**config.mk**
```make
export PLATFORM = sky130hd
export DESIGN_NAME = branch_unit
export DESIGN_NICKNAME = d
export VERILOG_FILES = /design/src/branch_unit_pkg.sv /design/src/branch_unit.sv /design/src/index_step_unit.sv
export SDC_FILE = /design/constraint.sdc
export NUM_CORES = 1
export LEC_CHECK = 0
export ABC_AREA = 0
export BUFFER_PORTS_ARGS = -buffer_cell sky130_fd_sc_hd__buf_2
export CORE_MARGIN = 2
export CORE_UTILIZATION = 40
export CTS_BUF_LIST = sky130_fd_sc_hd__clkbuf_8
export CTS_CLUSTER_DIAMETER = 30
export DETAILED_ROUTE_END_ITERATION = 6
export GPL_TIMING_DRIVEN = 1
export HOLD_SLACK_MARGIN = 0.15
export MAX_ROUTING_LAYER = met4
export PLACE_DENSITY = 0.6
export REMOVE_ABC_BUFFERS = 1
export SYNTH_ARGS = -nofsm -noshare
export SYNTH_HDL_FRONTEND = slang
export SYNTH_SLANG_ARGS = --single-unit
```
**constraint.sdc**
```tcl
create_clock -name CLK -period 9.7 [get_ports CLK]
set_input_delay 1.94 -clock CLK [delete_from_list [all_inputs] [get_ports CLK]]
set_output_delay 1.94 -clock CLK [all_outputs]
set_load 0.01 [all_outputs]
```
**src/branch_unit_pkg.sv**
```systemverilog
// constants and types for the false-branch, index-branch and link unit
// Operation
// - branch-on-false taken only when condition code AND mask is all zeros
// - branch-on-false never alters the condition code field
// - an all-zero mask makes the false branch unconditional
// - taken backward short branch: address = location counter minus 2*D
// - taken forward short branch: address = location counter plus 2*D
// - decode short back, short forward, register forms; mask bits 8-11
// - not taken: advance 2 for short/register forms, 4 for indexed
// - taken register form loads second register, indexed A plus index
// - index forms add increment to count, write back, compare with limit
// - index-high branches when updated count exceeds limit, else adds 4
// - index-low-equal branches when count at most limit, else adds 4
// - link writes address plus 2 or 4 to first register, then branches
package branch_unit_pkg;

    // *****************************************************************
    // opcodes
    // *****************************************************************
    localparam logic [7:0] OP_BF_BACK_SHORT = 8'h22;
    localparam logic [7:0] OP_BF_FWD_SHORT  = 8'h23;
    localparam logic [7:0] OP_BF_REGISTER   = 8'h03;
    localparam logic [7:0] OP_BF_INDEXED    = 8'h43;
    localparam logic [7:0] OP_INDEX_HIGH    = 8'hC0;
    localparam logic [7:0] OP_INDEX_LOW_EQ  = 8'hC1;
    localparam logic [7:0] OP_CALL_REGISTER = 8'h01;
    localparam logic [7:0] OP_CALL_INDEXED  = 8'h41;

    // *****************************************************************
    // field positions, steps and reset values
    // *****************************************************************
    localparam int          PSW_CC_LSB   = 16;
    localparam logic [3:0]  NO_INDEX     = 4'h0;
    localparam logic [15:0] STEP_SHORT   = 16'h0002;
    localparam logic [15:0] STEP_LONG    = 16'h0004;
    localparam logic [3:0]  REG_STEP_ONE = 4'h1;
    localparam logic [3:0]  REG_STEP_TWO = 4'h2;
    localparam logic [15:0] ZERO_HALF    = 16'h0000;

    // *****************************************************************
    // types
    // *****************************************************************
    typedef enum logic [2:0] {
        P_IDLE,
        P_OPND,
        P_CNT,
        P_INC,
        P_LIM,
        P_DONE
    } phase_t;

    // instruction as it lies in memory, opcode in the top byte
    typedef struct packed {
        logic [7:0]  op;
        logic [3:0]  r1;
        logic [3:0]  fld;
        logic [15:0] addr;
    } instr_t;

    typedef struct packed {
        phase_t      phase;
        instr_t      ins;
        logic [15:0] psw_hi;
        logic [15:0] ia;
        logic [15:0] base;
        logic [15:0] count;
        logic [15:0] incr;
        logic [15:0] next_ia;
        logic [15:0] wr_data;
        logic        wr;
        logic        taken;
        logic        illegal;
    } ctx_t;

endpackage

```
**src/branch_unit.sv**
```systemverilog
// execution unit for false, index and link branches
`timescale 1ns/1ps
module branch_unit
    import branch_unit_pkg::*;
(
    // clock and reset
    input  wire logic        CLK,
    input  wire logic        RESET_N,
    // request from fetch
    input  wire logic        START,
    input  wire logic [31:0] INSTR,
    input  wire logic [31:0] PROGRAM_STATUS_WORD,
    // register file read port, combinational read
    output logic      [3:0]  REG_RD_ADDR,
    input  wire logic [15:0] REG_RD_DATA,
    // register file write port
    output logic             REG_WR_EN,
    output logic      [3:0]  REG_WR_ADDR,
    output logic      [15:0] REG_WR_DATA,
    // result
    output logic             BUSY,
    output logic             DONE,
    output logic             BRANCH_TAKEN,
    output logic             ILLEGAL,
    output logic      [31:0] NEW_PSW
);

    // *****************************************************************
    // state
    // *****************************************************************
    ctx_t        st;
    ctx_t        next_st;
    instr_t      req;
    logic [3:0]  mask;
    logic        cc_clear;
    logic        reg_form;
    logic [15:0] opnd;
    logic [15:0] step_sum;
    logic        step_greater;

    assign req = instr_t'(INSTR);

    // mask test on the incoming request, cc bits sit at PROGRAM_STATUS_WORD[19:16]
    always_comb begin
        mask     = req.r1;
        cc_clear = (PROGRAM_STATUS_WORD[PSW_CC_LSB +: 4] & mask) == 4'h0;
    end

    index_step_unit u_step (
        .count   (st.count),
        .incr    (st.incr),
        .limit   (REG_RD_DATA),
        .sum     (step_sum),
        .greater (step_greater)
    );

    // *****************************************************************
    // operand path
    // *****************************************************************
    // register forms take the register itself; indexed forms add A
    always_comb begin
        reg_form = (st.ins.op == OP_BF_REGISTER) ||
                   (st.ins.op == OP_CALL_REGISTER);
        if (reg_form) begin
            opnd = REG_RD_DATA;
        end else if (st.ins.fld == NO_INDEX) begin
            opnd = st.ins.addr;
        end else begin
            opnd = st.ins.addr + REG_RD_DATA;
        end
    end

    // read address by phase; index regs wrap inside the 16-entry file
    always_comb begin
        case (st.phase)
            P_CNT:   REG_RD_ADDR = st.ins.r1;
            P_INC:   REG_RD_ADDR = st.ins.r1 + REG_STEP_ONE;
            P_LIM:   REG_RD_ADDR = st.ins.r1 + REG_STEP_TWO;
            default: REG_RD_ADDR = st.ins.fld;
        endcase
    end

    // *****************************************************************
    // sequencer
    // *****************************************************************
    always_comb begin
        next_st = st;
        case (st.phase)
            P_IDLE: begin
                if (START) begin
                    next_st.ins     = req;
                    next_st.psw_hi  = PROGRAM_STATUS_WORD[31:16];
                    next_st.ia      = PROGRAM_STATUS_WORD[15:0];
                    next_st.wr      = 1'b0;
                    next_st.taken   = 1'b0;
                    next_st.illegal = 1'b0;
                    next_st.phase   = P_OPND;
                    case (req.op)
                        OP_BF_BACK_SHORT: begin
                            next_st.taken   = cc_clear;
                            next_st.next_ia = cc_clear
                                ? PROGRAM_STATUS_WORD[15:0] - {11'h000, req.fld, 1'b0}
                                : PROGRAM_STATUS_WORD[15:0] + STEP_SHORT;
                            next_st.phase   = P_DONE;
                        end
                        OP_BF_FWD_SHORT: begin
                            next_st.taken   = cc_clear;
                            next_st.next_ia = cc_clear
                                ? PROGRAM_STATUS_WORD[15:0] + {11'h000, req.fld, 1'b0}
                                : PROGRAM_STATUS_WORD[15:0] + STEP_SHORT;
                            next_st.phase   = P_DONE;
                        end
                        OP_BF_REGISTER, OP_BF_INDEXED,
                        OP_INDEX_HIGH, OP_INDEX_LOW_EQ,
                        OP_CALL_REGISTER, OP_CALL_INDEXED: begin
                            next_st.taken = cc_clear;
                        end
                        default: begin
                            // unknown code leaves the address alone
                            next_st.illegal = 1'b1;
                            next_st.next_ia = PROGRAM_STATUS_WORD[15:0];
                            next_st.phase   = P_DONE;
                        end
                    endcase
                end
            end
            P_OPND: begin
                next_st.base  = opnd;
                next_st.phase = P_DONE;
                case (st.ins.op)
                    OP_BF_REGISTER: begin
                        next_st.next_ia = st.taken ? opnd
                                        : st.ia + STEP_SHORT;
                    end
                    OP_BF_INDEXED: begin
                        next_st.next_ia = st.taken ? opnd
                                        : st.ia + STEP_LONG;
                    end
                    OP_CALL_REGISTER: begin
                        // link value is built from the old address
                        next_st.wr      = 1'b1;
                        next_st.wr_data = st.ia + STEP_SHORT;
                        next_st.taken   = 1'b1;
                        next_st.next_ia = opnd;
                    end
                    OP_CALL_INDEXED: begin
                        next_st.wr      = 1'b1;
                        next_st.wr_data = st.ia + STEP_LONG;
                        next_st.taken   = 1'b1;
                        next_st.next_ia = opnd;
                    end
                    default: begin
                        next_st.phase = P_CNT;
                    end
                endcase
            end
            P_CNT: begin
                next_st.count = REG_RD_DATA;
                next_st.phase = P_INC;
            end
            P_INC: begin
                next_st.incr  = REG_RD_DATA;
                next_st.phase = P_LIM;
            end
            P_LIM: begin
                next_st.wr      = 1'b1;
                next_st.wr_data = step_sum;
                if (st.ins.op == OP_INDEX_HIGH) begin
                    next_st.taken = step_greater;
                end else begin
                    next_st.taken = !step_greater;
                end
                next_st.next_ia = ((st.ins.op == OP_INDEX_HIGH) ==
                                   step_greater)
                                ? st.base
                                : st.ia + STEP_LONG;
                next_st.phase   = P_DONE;
            end
            P_DONE: begin
                next_st.phase = P_IDLE;
            end
            default: begin
                next_st.phase = P_IDLE;
            end
        endcase
    end

    // single register stage for the whole context
    always_ff @(posedge CLK or negedge RESET_N) begin
        if (!RESET_N) begin
            st <= '0;
        end else begin
            st <= next_st;
        end
    end

    // *****************************************************************
    // outputs
    // *****************************************************************
    // cc and the rest of the upper half pass through untouched
    always_comb begin
        BUSY         = st.phase != P_IDLE;
        DONE         = st.phase == P_DONE;
        BRANCH_TAKEN = st.taken;
        ILLEGAL      = st.illegal;
        NEW_PSW      = {st.psw_hi, st.next_ia};
        REG_WR_EN    = (st.phase == P_DONE) && st.wr;
        REG_WR_ADDR  = st.ins.r1;
        REG_WR_DATA  = st.wr_data;
    end

    // *****************************************************************
    // checks
    // *****************************************************************
    property p_false_skip;
        @(posedge CLK) disable iff (!RESET_N)
        START && !BUSY && req.op == OP_BF_FWD_SHORT &&
        ((PROGRAM_STATUS_WORD[PSW_CC_LSB +: 4] & req.r1) != 4'h0)
        |=> DONE && !BRANCH_TAKEN &&
            NEW_PSW[15:0] == $past(PROGRAM_STATUS_WORD[15:0]) + 16'h0002;
    endproperty
    a_false_skip: assert property (p_false_skip)
        else $error("false branch taken with a true condition");

    property p_cc_kept;
        @(posedge CLK) disable iff (!RESET_N)
        START && !BUSY |=> NEW_PSW[31:16] == $past(PROGRAM_STATUS_WORD[31:16]);
    endproperty
    a_cc_kept: assert property (p_cc_kept)
        else $error("condition code changed by branch");

    // the upper half must not move while the branch is worked out
    property p_cc_hold;
        @(posedge CLK) disable iff (!RESET_N)
        BUSY |=> $stable(NEW_PSW[31:16]);
    endproperty
    a_cc_hold: assert property (p_cc_hold)
        else $error("status upper half moved while busy");

    property p_mask_zero;
        @(posedge CLK) disable iff (!RESET_N)
        START && !BUSY && req.op == OP_BF_BACK_SHORT && req.r1 == 4'h0
        |=> DONE && BRANCH_TAKEN;
    endproperty
    a_mask_zero: assert property (p_mask_zero)
        else $error("zero mask did not branch");

    property p_back;
        @(posedge CLK) disable iff (!RESET_N)
        DONE && st.ins.op == OP_BF_BACK_SHORT && BRANCH_TAKEN
        |-> NEW_PSW[15:0] == st.ia - {11'h000, st.ins.fld, 1'b0};
    endproperty
    a_back: assert property (p_back)
        else $error("backward short target wrong");

    property p_fwd;
        @(posedge CLK) disable iff (!RESET_N)
        DONE && st.ins.op == OP_BF_FWD_SHORT && BRANCH_TAKEN
        |-> NEW_PSW[15:0] == st.ia + {11'h000, st.ins.fld, 1'b0};
    endproperty
    a_fwd: assert property (p_fwd)
        else $error("forward short target wrong");

    property p_reg_target;
        @(posedge CLK) disable iff (!RESET_N)
        st.phase == P_OPND && st.ins.op == OP_BF_REGISTER && st.taken
        |=> DONE && NEW_PSW[15:0] == $past(REG_RD_DATA);
    endproperty
    a_reg_target: assert property (p_reg_target)
        else $error("register false branch target wrong");

    property p_idx_skip;
        @(posedge CLK) disable iff (!RESET_N)
        DONE && st.ins.op == OP_BF_INDEXED && !BRANCH_TAKEN
        |-> NEW_PSW[15:0] == st.ia + 16'h0004;
    endproperty
    a_idx_skip: assert property (p_idx_skip)
        else $error("indexed false skip not plus four");

    property p_count_wb;
        @(posedge CLK) disable iff (!RESET_N)
        st.phase == P_LIM
        |=> REG_WR_EN && REG_WR_DATA == $past(st.count) + $past(st.incr);
    endproperty
    a_count_wb: assert property (p_count_wb)
        else $error("index count not written back");

    property p_high;
        @(posedge CLK) disable iff (!RESET_N)
        DONE && st.ins.op == OP_INDEX_HIGH
        |-> NEW_PSW[15:0] == (BRANCH_TAKEN ? st.base : st.ia + 16'h0004);
    endproperty
    a_high: assert property (p_high)
        else $error("index high next address wrong");

    property p_low;
        @(posedge CLK) disable iff (!RESET_N)
        st.phase == P_LIM && st.ins.op == OP_INDEX_LOW_EQ &&
        $signed(step_sum) <= $signed(REG_RD_DATA)
        |=> BRANCH_TAKEN && NEW_PSW[15:0] == st.base;
    endproperty
    a_low: assert property (p_low)
        else $error("index low-equal did not branch");

    property p_link;
        @(posedge CLK) disable iff (!RESET_N)
        DONE && st.ins.op == OP_CALL_REGISTER
        |-> REG_WR_EN && REG_WR_DATA == st.ia + 16'h0002 &&
            REG_WR_ADDR == st.ins.r1;
    endproperty
    a_link: assert property (p_link)
        else $error("link value wrong");

endmodule

```
**src/index_step_unit.sv**
```systemverilog
// signed count step and limit compare for the index branches
`timescale 1ns/1ps
module index_step_unit
    import branch_unit_pkg::*;
(
    // operands
    input  wire logic [15:0] count,
    input  wire logic [15:0] incr,
    input  wire logic [15:0] limit,
    // results
    output logic      [15:0] sum,
    output logic             greater
);

    // sum wraps modulo 16 bits, compare is two's complement
    always_comb begin
        sum     = count + incr;
        greater = $signed(sum) > $signed(limit);
    end

endmodule

```
After elaboration in Yosys (flattened, before gate mapping)
Cells that the tools add are included.
{"block": "word_totals", "wordCells": 89, "regBits": 150}
{"block": "classes", "muxes": 23, "n_addsub": 9, "n_eq_ne": 23, "reduce_logical": 17, "magnitude_cmp": 1, "n_bitwise": 1}
{"operator": "16-bit one-hot mux with 3 select lines", "n": 3}
{"operator": "16-bit two-way mux", "n": 8}
{"operator": "67-bit two-way mux", "n": 1}
{"operator": "18-bit one-hot mux with 2 select lines", "n": 1}
{"operator": "16-bit adder", "n": 2}
{"operator": "16-bit by 2-bit adder with 16-bit output (second input constant)", "n": 2}
{"operator": "8-bit by 7-bit == test with 1-bit output (second input constant)", "n": 4}
{"operator": "16-bit one-hot mux with 2 select lines", "n": 1}
{"operator": "8-bit == test (second input constant)", "n": 3}
{"operator": "16-bit by 3-bit adder with 16-bit output (second input constant)", "n": 1}
{"operator": "16-bit by 5-bit adder with 16-bit output", "n": 1}
{"operator": "8-bit by 1-bit == test with 1-bit output (second input constant)", "n": 2}
{"operator": "8-bit by 2-bit == test with 1-bit output (second input constant)", "n": 2}
{"operator": "8-bit by 6-bit == test with 1-bit output (second input constant)", "n": 2}
{"operator": "16-bit greater-than comparator", "n": 1}
{"operator": "16-bit by 5-bit subtractor with 16-bit output", "n": 1}
{"operator": "3-bit one-hot mux with 5 select lines", "n": 1}
{"operator": "4-bit one-hot mux with 3 select lines", "n": 1}
{"operator": "3-bit two-way mux", "n": 3}
{"operator": "4-bit zero test", "n": 2}
{"operator": "8-bit OR reduction", "n": 1}
{"operator": "3-bit by 2-bit == test with 1-bit output (second input constant)", "n": 2}
{"operator": "3-bit == test (second input constant)", "n": 2}
{"operator": "2-bit one-hot mux with 3 select lines", "n": 1}
{"operator": "21 further kinds", "n": 26}

Longest topological paths before layout
{"block": "depth", "word_depth": 6, "mapped_depth": 20, "ltp_nobuf": 18}

By module
Synthesis repeated with hierarchy kept, for this count alone.
{"block": "hier_totals", "hier_cells": 1371, "hier_area_um2": 11169.5}
{"module": "branch_unit", "area_per_inst_um2": 10002.1, "cells_each": 1216, "n_inst": 1}
{"module": "index_step_unit", "area_per_inst_um2": 1167.4, "cells_each": 155, "n_inst": 1}

Least setup slack after synthesis
Ideal clock, no wire load.
{"block": "synth_path", "path_type": "reg-to-reg", "start": "reg st[35] (netlist name)", "end": "reg st, in the netlist NEW_PSW[0]", "arrival_time_ps": 4561, "setup_slack_ps": 5057, "required_time_ps": 9618, "stages_incl_launch_ff": 21, "setup_time_ps": 82, "path_cell_list": "dfrtp_1 > ha_1 > fa_1 > a21o_1 > a21oi_1 > o21ai_0 > a2111o_1 > a311oi_1 > o21ai_0 > xor2_1 > ha_1 > a21o_1 > a21oi_1 > o31ai_1 > a21oi_1 > mux2i_1 > and3_1 > clkbuf_1 > buf_4 > mux2_2 > a31oi_1"}
{"block": "synth_between", "elab_chain_cells": 5}
{"item": "start, declared", "line": "branch_unit.sv:31", "rtl": "ctx_t st;"}
{"item": "start signal, assigned", "line": "branch_unit.sv:193", "rtl": "st <= next_st;"}
{"item": "16-bit adder", "line": "index_step_unit.sv:17", "rtl": "sum = count + incr;"}
{"item": "16-bit greater-than comparator", "line": "index_step_unit.sv:18", "rtl": "greater = $signed(sum) > $signed(limit);"}
{"item": "1-bit == test", "line": "branch_unit.sv:173", "rtl": "next_st.next_ia = ((st.ins.op == OP_INDEX_HIGH) =="}
{"item": "16-bit two-way mux", "line": "branch_unit.sv:175", "rtl": "? st.base"}
{"item": "16-bit one-hot mux with 3 select lines", "line": "branch_unit.sv:88", "rtl": "case (st.phase)"}
No other way between the ends.
A chain may end at the register's enable or synchronous reset.

Final worst setup path
{"block": "layout_path", "start": "reg st[35] (netlist name)", "end": "reg st, in the netlist NEW_PSW[10]"}
Same word-level chain as after synthesis.

==> results.cfg <==
[status]
status = finished, final reports clean

[global_route]
grt_pass1_vias = 9512
met2_usage_pct = 38.76
antenna_found_initial = 0
grt_usage_pct = 25.13
grtUsageMet3_pct = 3.797
grt_max_degree = 96
overflow = 0
grt_pass1_wl_mm = 54.84
grt-busiest-layer = met2
grt_use_met1_pct = 34.38

[cts]
clock_path_buffers = 2
cts_tree = done
root_buffer = clkbuf_8
clock-sinks = 150
insertion_delay_ps = 480
cts_buffers = 17
path_clk_slew_ps = 100
h-tree-depth = 4
cts_setup_buffers = 0
ctsResizeCount = 0
postCtsHoldBufs = 0

[pwr]
power.internal_mw = 2.416
power_mw = 4.744
switching_share_pct = 49.08
pwr-share-seq_pct = 27.4
p_leak_nw = 5.200
clkPwrFrac_pct = 10.9
net-switching-power_mw = 2.328
ir_drop_v = 0.0002077
p_per_area_nw_per_um2 = 385.8
p_comb_share_pct = 61.7

[timing]
hold_viol = 0
final_max_slew_viol_count = 0
fin_crit_ps = 5312
setup_ws_ps = 4388
hold-worst-slack_ps = 487.8
fmax_mhz = 188.3
rsz0062_at_grt = no
slew_headroom_pct = 28.59
tightest_slew_ps = 1069
finClkSkew_ps = 17.58
setup_viol = 0
fin_crit_sh_pct = 54.76
finalSetupTns_ps = 0

[run]
maxCapViolCount = 0

[setup_path]
arrival_ps = 5720
endpoint = NEW_PSW[10]
worstSetupPathType = register to register
startpoint = st[35]
r2r_end = NEW_PSW[10]
rrSetupSlack_ps = 4390
cp-start-kind = register
cp_max_fo = 23
r2r_start = st[35]
worst_setup_path_end_kind = register
cp.required_ps = 10110
r2r_cells = 19

[layout]
area_growth_syn_to_layout_pct = 9.626
drive_gt1_share_pct = 21.56
final_cell_mix = dfrtp_1, buf_2, nand2_1
diodes = 0
nets = 1492
final_common_cell = dfrtp_1

[logic_synthesis]
synth_cell_type_count = 71
ys_top_cells_by_area = dfrtp_1, mux2_2, ha_1
synth_top_area_cell = dfrtp_1
synth-main-ff-cell = dfrtp_1
syn-cell-area_um2 = 11220
syn-instance-count = 1293
yosysSeqAreaShare_pct = 33.46
ys_seq_elements = 150
synth_top_area_share_pct = 33.46
synth-edff-count = 0
ys_async_sr_fraction_pct = 100.0
syn_avg_cell_area_um2 = 8.675
yosysWarnings = 0

[placement]
port_buffers = 143
post-dp-hpwl_mm = 25.69
routabilityCongestion = 0.9428
pre_cts_ws_ps = 4475

[floorplan]
initial_core_util_pct = 40.49
dieWidth_um = 171.5
die_h_um = 171.5
rows = 61
ioPinCount = 144
core_um2 = 27710
die_area_um2 = 29400

[routing]
drcViolationCount = 0
viasPerCell = 5.737
drt-initial-drc-count = 709
final_antenna_net_count = 0
routed_wl_mm = 34.81
drtPass1Iterations = 5
vias = 9966
post_drt_wl_per_cell_um = 20.04

[hold_path]
hold_path.class = register to register
[cell type report]
class / instances / area, µm²
fillers: 2759 / 15410
multi-input cells: 976 / 6653
flip-flops and latches: 150 / 3754
repair buffers: 161 / 857.1
well taps: 378 / 473.0
clock buffers: 19 / 261.5
inverters: 40 / 150.1
clock inverters: 13 / 148.9
[state kept, by name, indices dropped and copies added, names as in the netlist]
name / flops
REG_WR_DATA: 16
ILLEGAL: 1
BRANCH_TAKEN: 1
REG_WR_ADDR: 4
st: 96
NEW_PSW: 32
[Yosys cell counts, types with 14 or more instances]
master	number
a211oi_1	26
a21o_1	19
a21oi_1	85
a31oi_1	24
buf_4	53
clkbuf_1	61
dfrtp_1	150
ha_1	59
inv_1	40
mux2_2	83
mux2i_1	14
nand2_1	116
nand3_1	50
nor2_1	99
nor3_1	31
o21ai_0	99
or3_1	20
xnor2_1	33
xor2_1	27
[power by group through the flow]
stage / logic (mW) / clock network [mW] / registers, mW
6_report: 2.93 / 0.515 / 1.30
2_1_floorplan: 1.99 / 0 / 1.25
3_3_place_gp: 2.85 / 0 / 1.30
4_1_cts: 2.91 / 0.529 / 1.30
3_5_place_dp: 2.90 / 0 / 1.31
5_1_grt: 3.24 / 0.556 / 1.35
[how the worst min path moves through the flow]
| stage | startpoint | endpoint | slack [ps] | cells after the start |
|---|---|---|---|---|
| 3_5_place_dp | st[77] | st[77] | 470 | 2 |
| 6_report | st[77] | st[77] | 490 | 2 |
| 4_1_cts | st[77] | st[77] | 490 | 2 |
| 3_3_place_gp | st[71] | st[71] | 460 | 2 |
| 2_1_floorplan | st[71] | st[71] | 440 | 2 |
| 5_1_grt | st[71] | st[71] | 510 | 2 |
[logic make-up (layout without fill, tap and decap cells)]
family | count (synthesis) | count (layout) | synth area share [%]
AO/OA/AOI/OAI | 354 | 354 | 20.10
AND/OR/NAND/NOR | 401 | 401 | 17.31
adder cells (fa/ha/maj) | 63 | 63 | 7.295
flip-flops | 150 | 150 | 33.46
buffers and inverters | 167 | 233 | 7.462
XOR/XNOR | 60 | 60 | 4.685
multiplexers | 98 | 98 | 9.682
[per-layer routing]
layer,part of all wire [%],vias up
met2,46,320
met1,47,4834
li1,-,4774
met5,0,-
met3,5.2,38
met4,1.9,0
[through the flow]
stage / utilization, % / cells / instance area [µm²]
final: 44.38 / 1737 / 12300
after floorplan: - / 1166 / 10530
after CTS: 44.38 / 1737 / 12300
after global placement: 42.90 / 1705 / 11890
after detailed placement: 42.90 / 1705 / 11890
after global routing: 44.38 / 1737 / 12300
[critical path, cell delays in order, from the launching register on]
cell and delay (ps):
dfrtp_1 390, ha_1 230, fa_1 420, a21o_1 180, a21oi_1 240, o21ai_0 190, a2111o_1 440, a311oi_1 370
o21ai_0 150, xor2_1 230, ha_1 290, a21o_1 160, a21oi_1 140, o31ai_1 90, a21oi_1 300, mux2i_1 320
and3_1 200, buf_4 320, mux2_2 380, a41oi_1 190
Power figures use the tool's default switching activity.
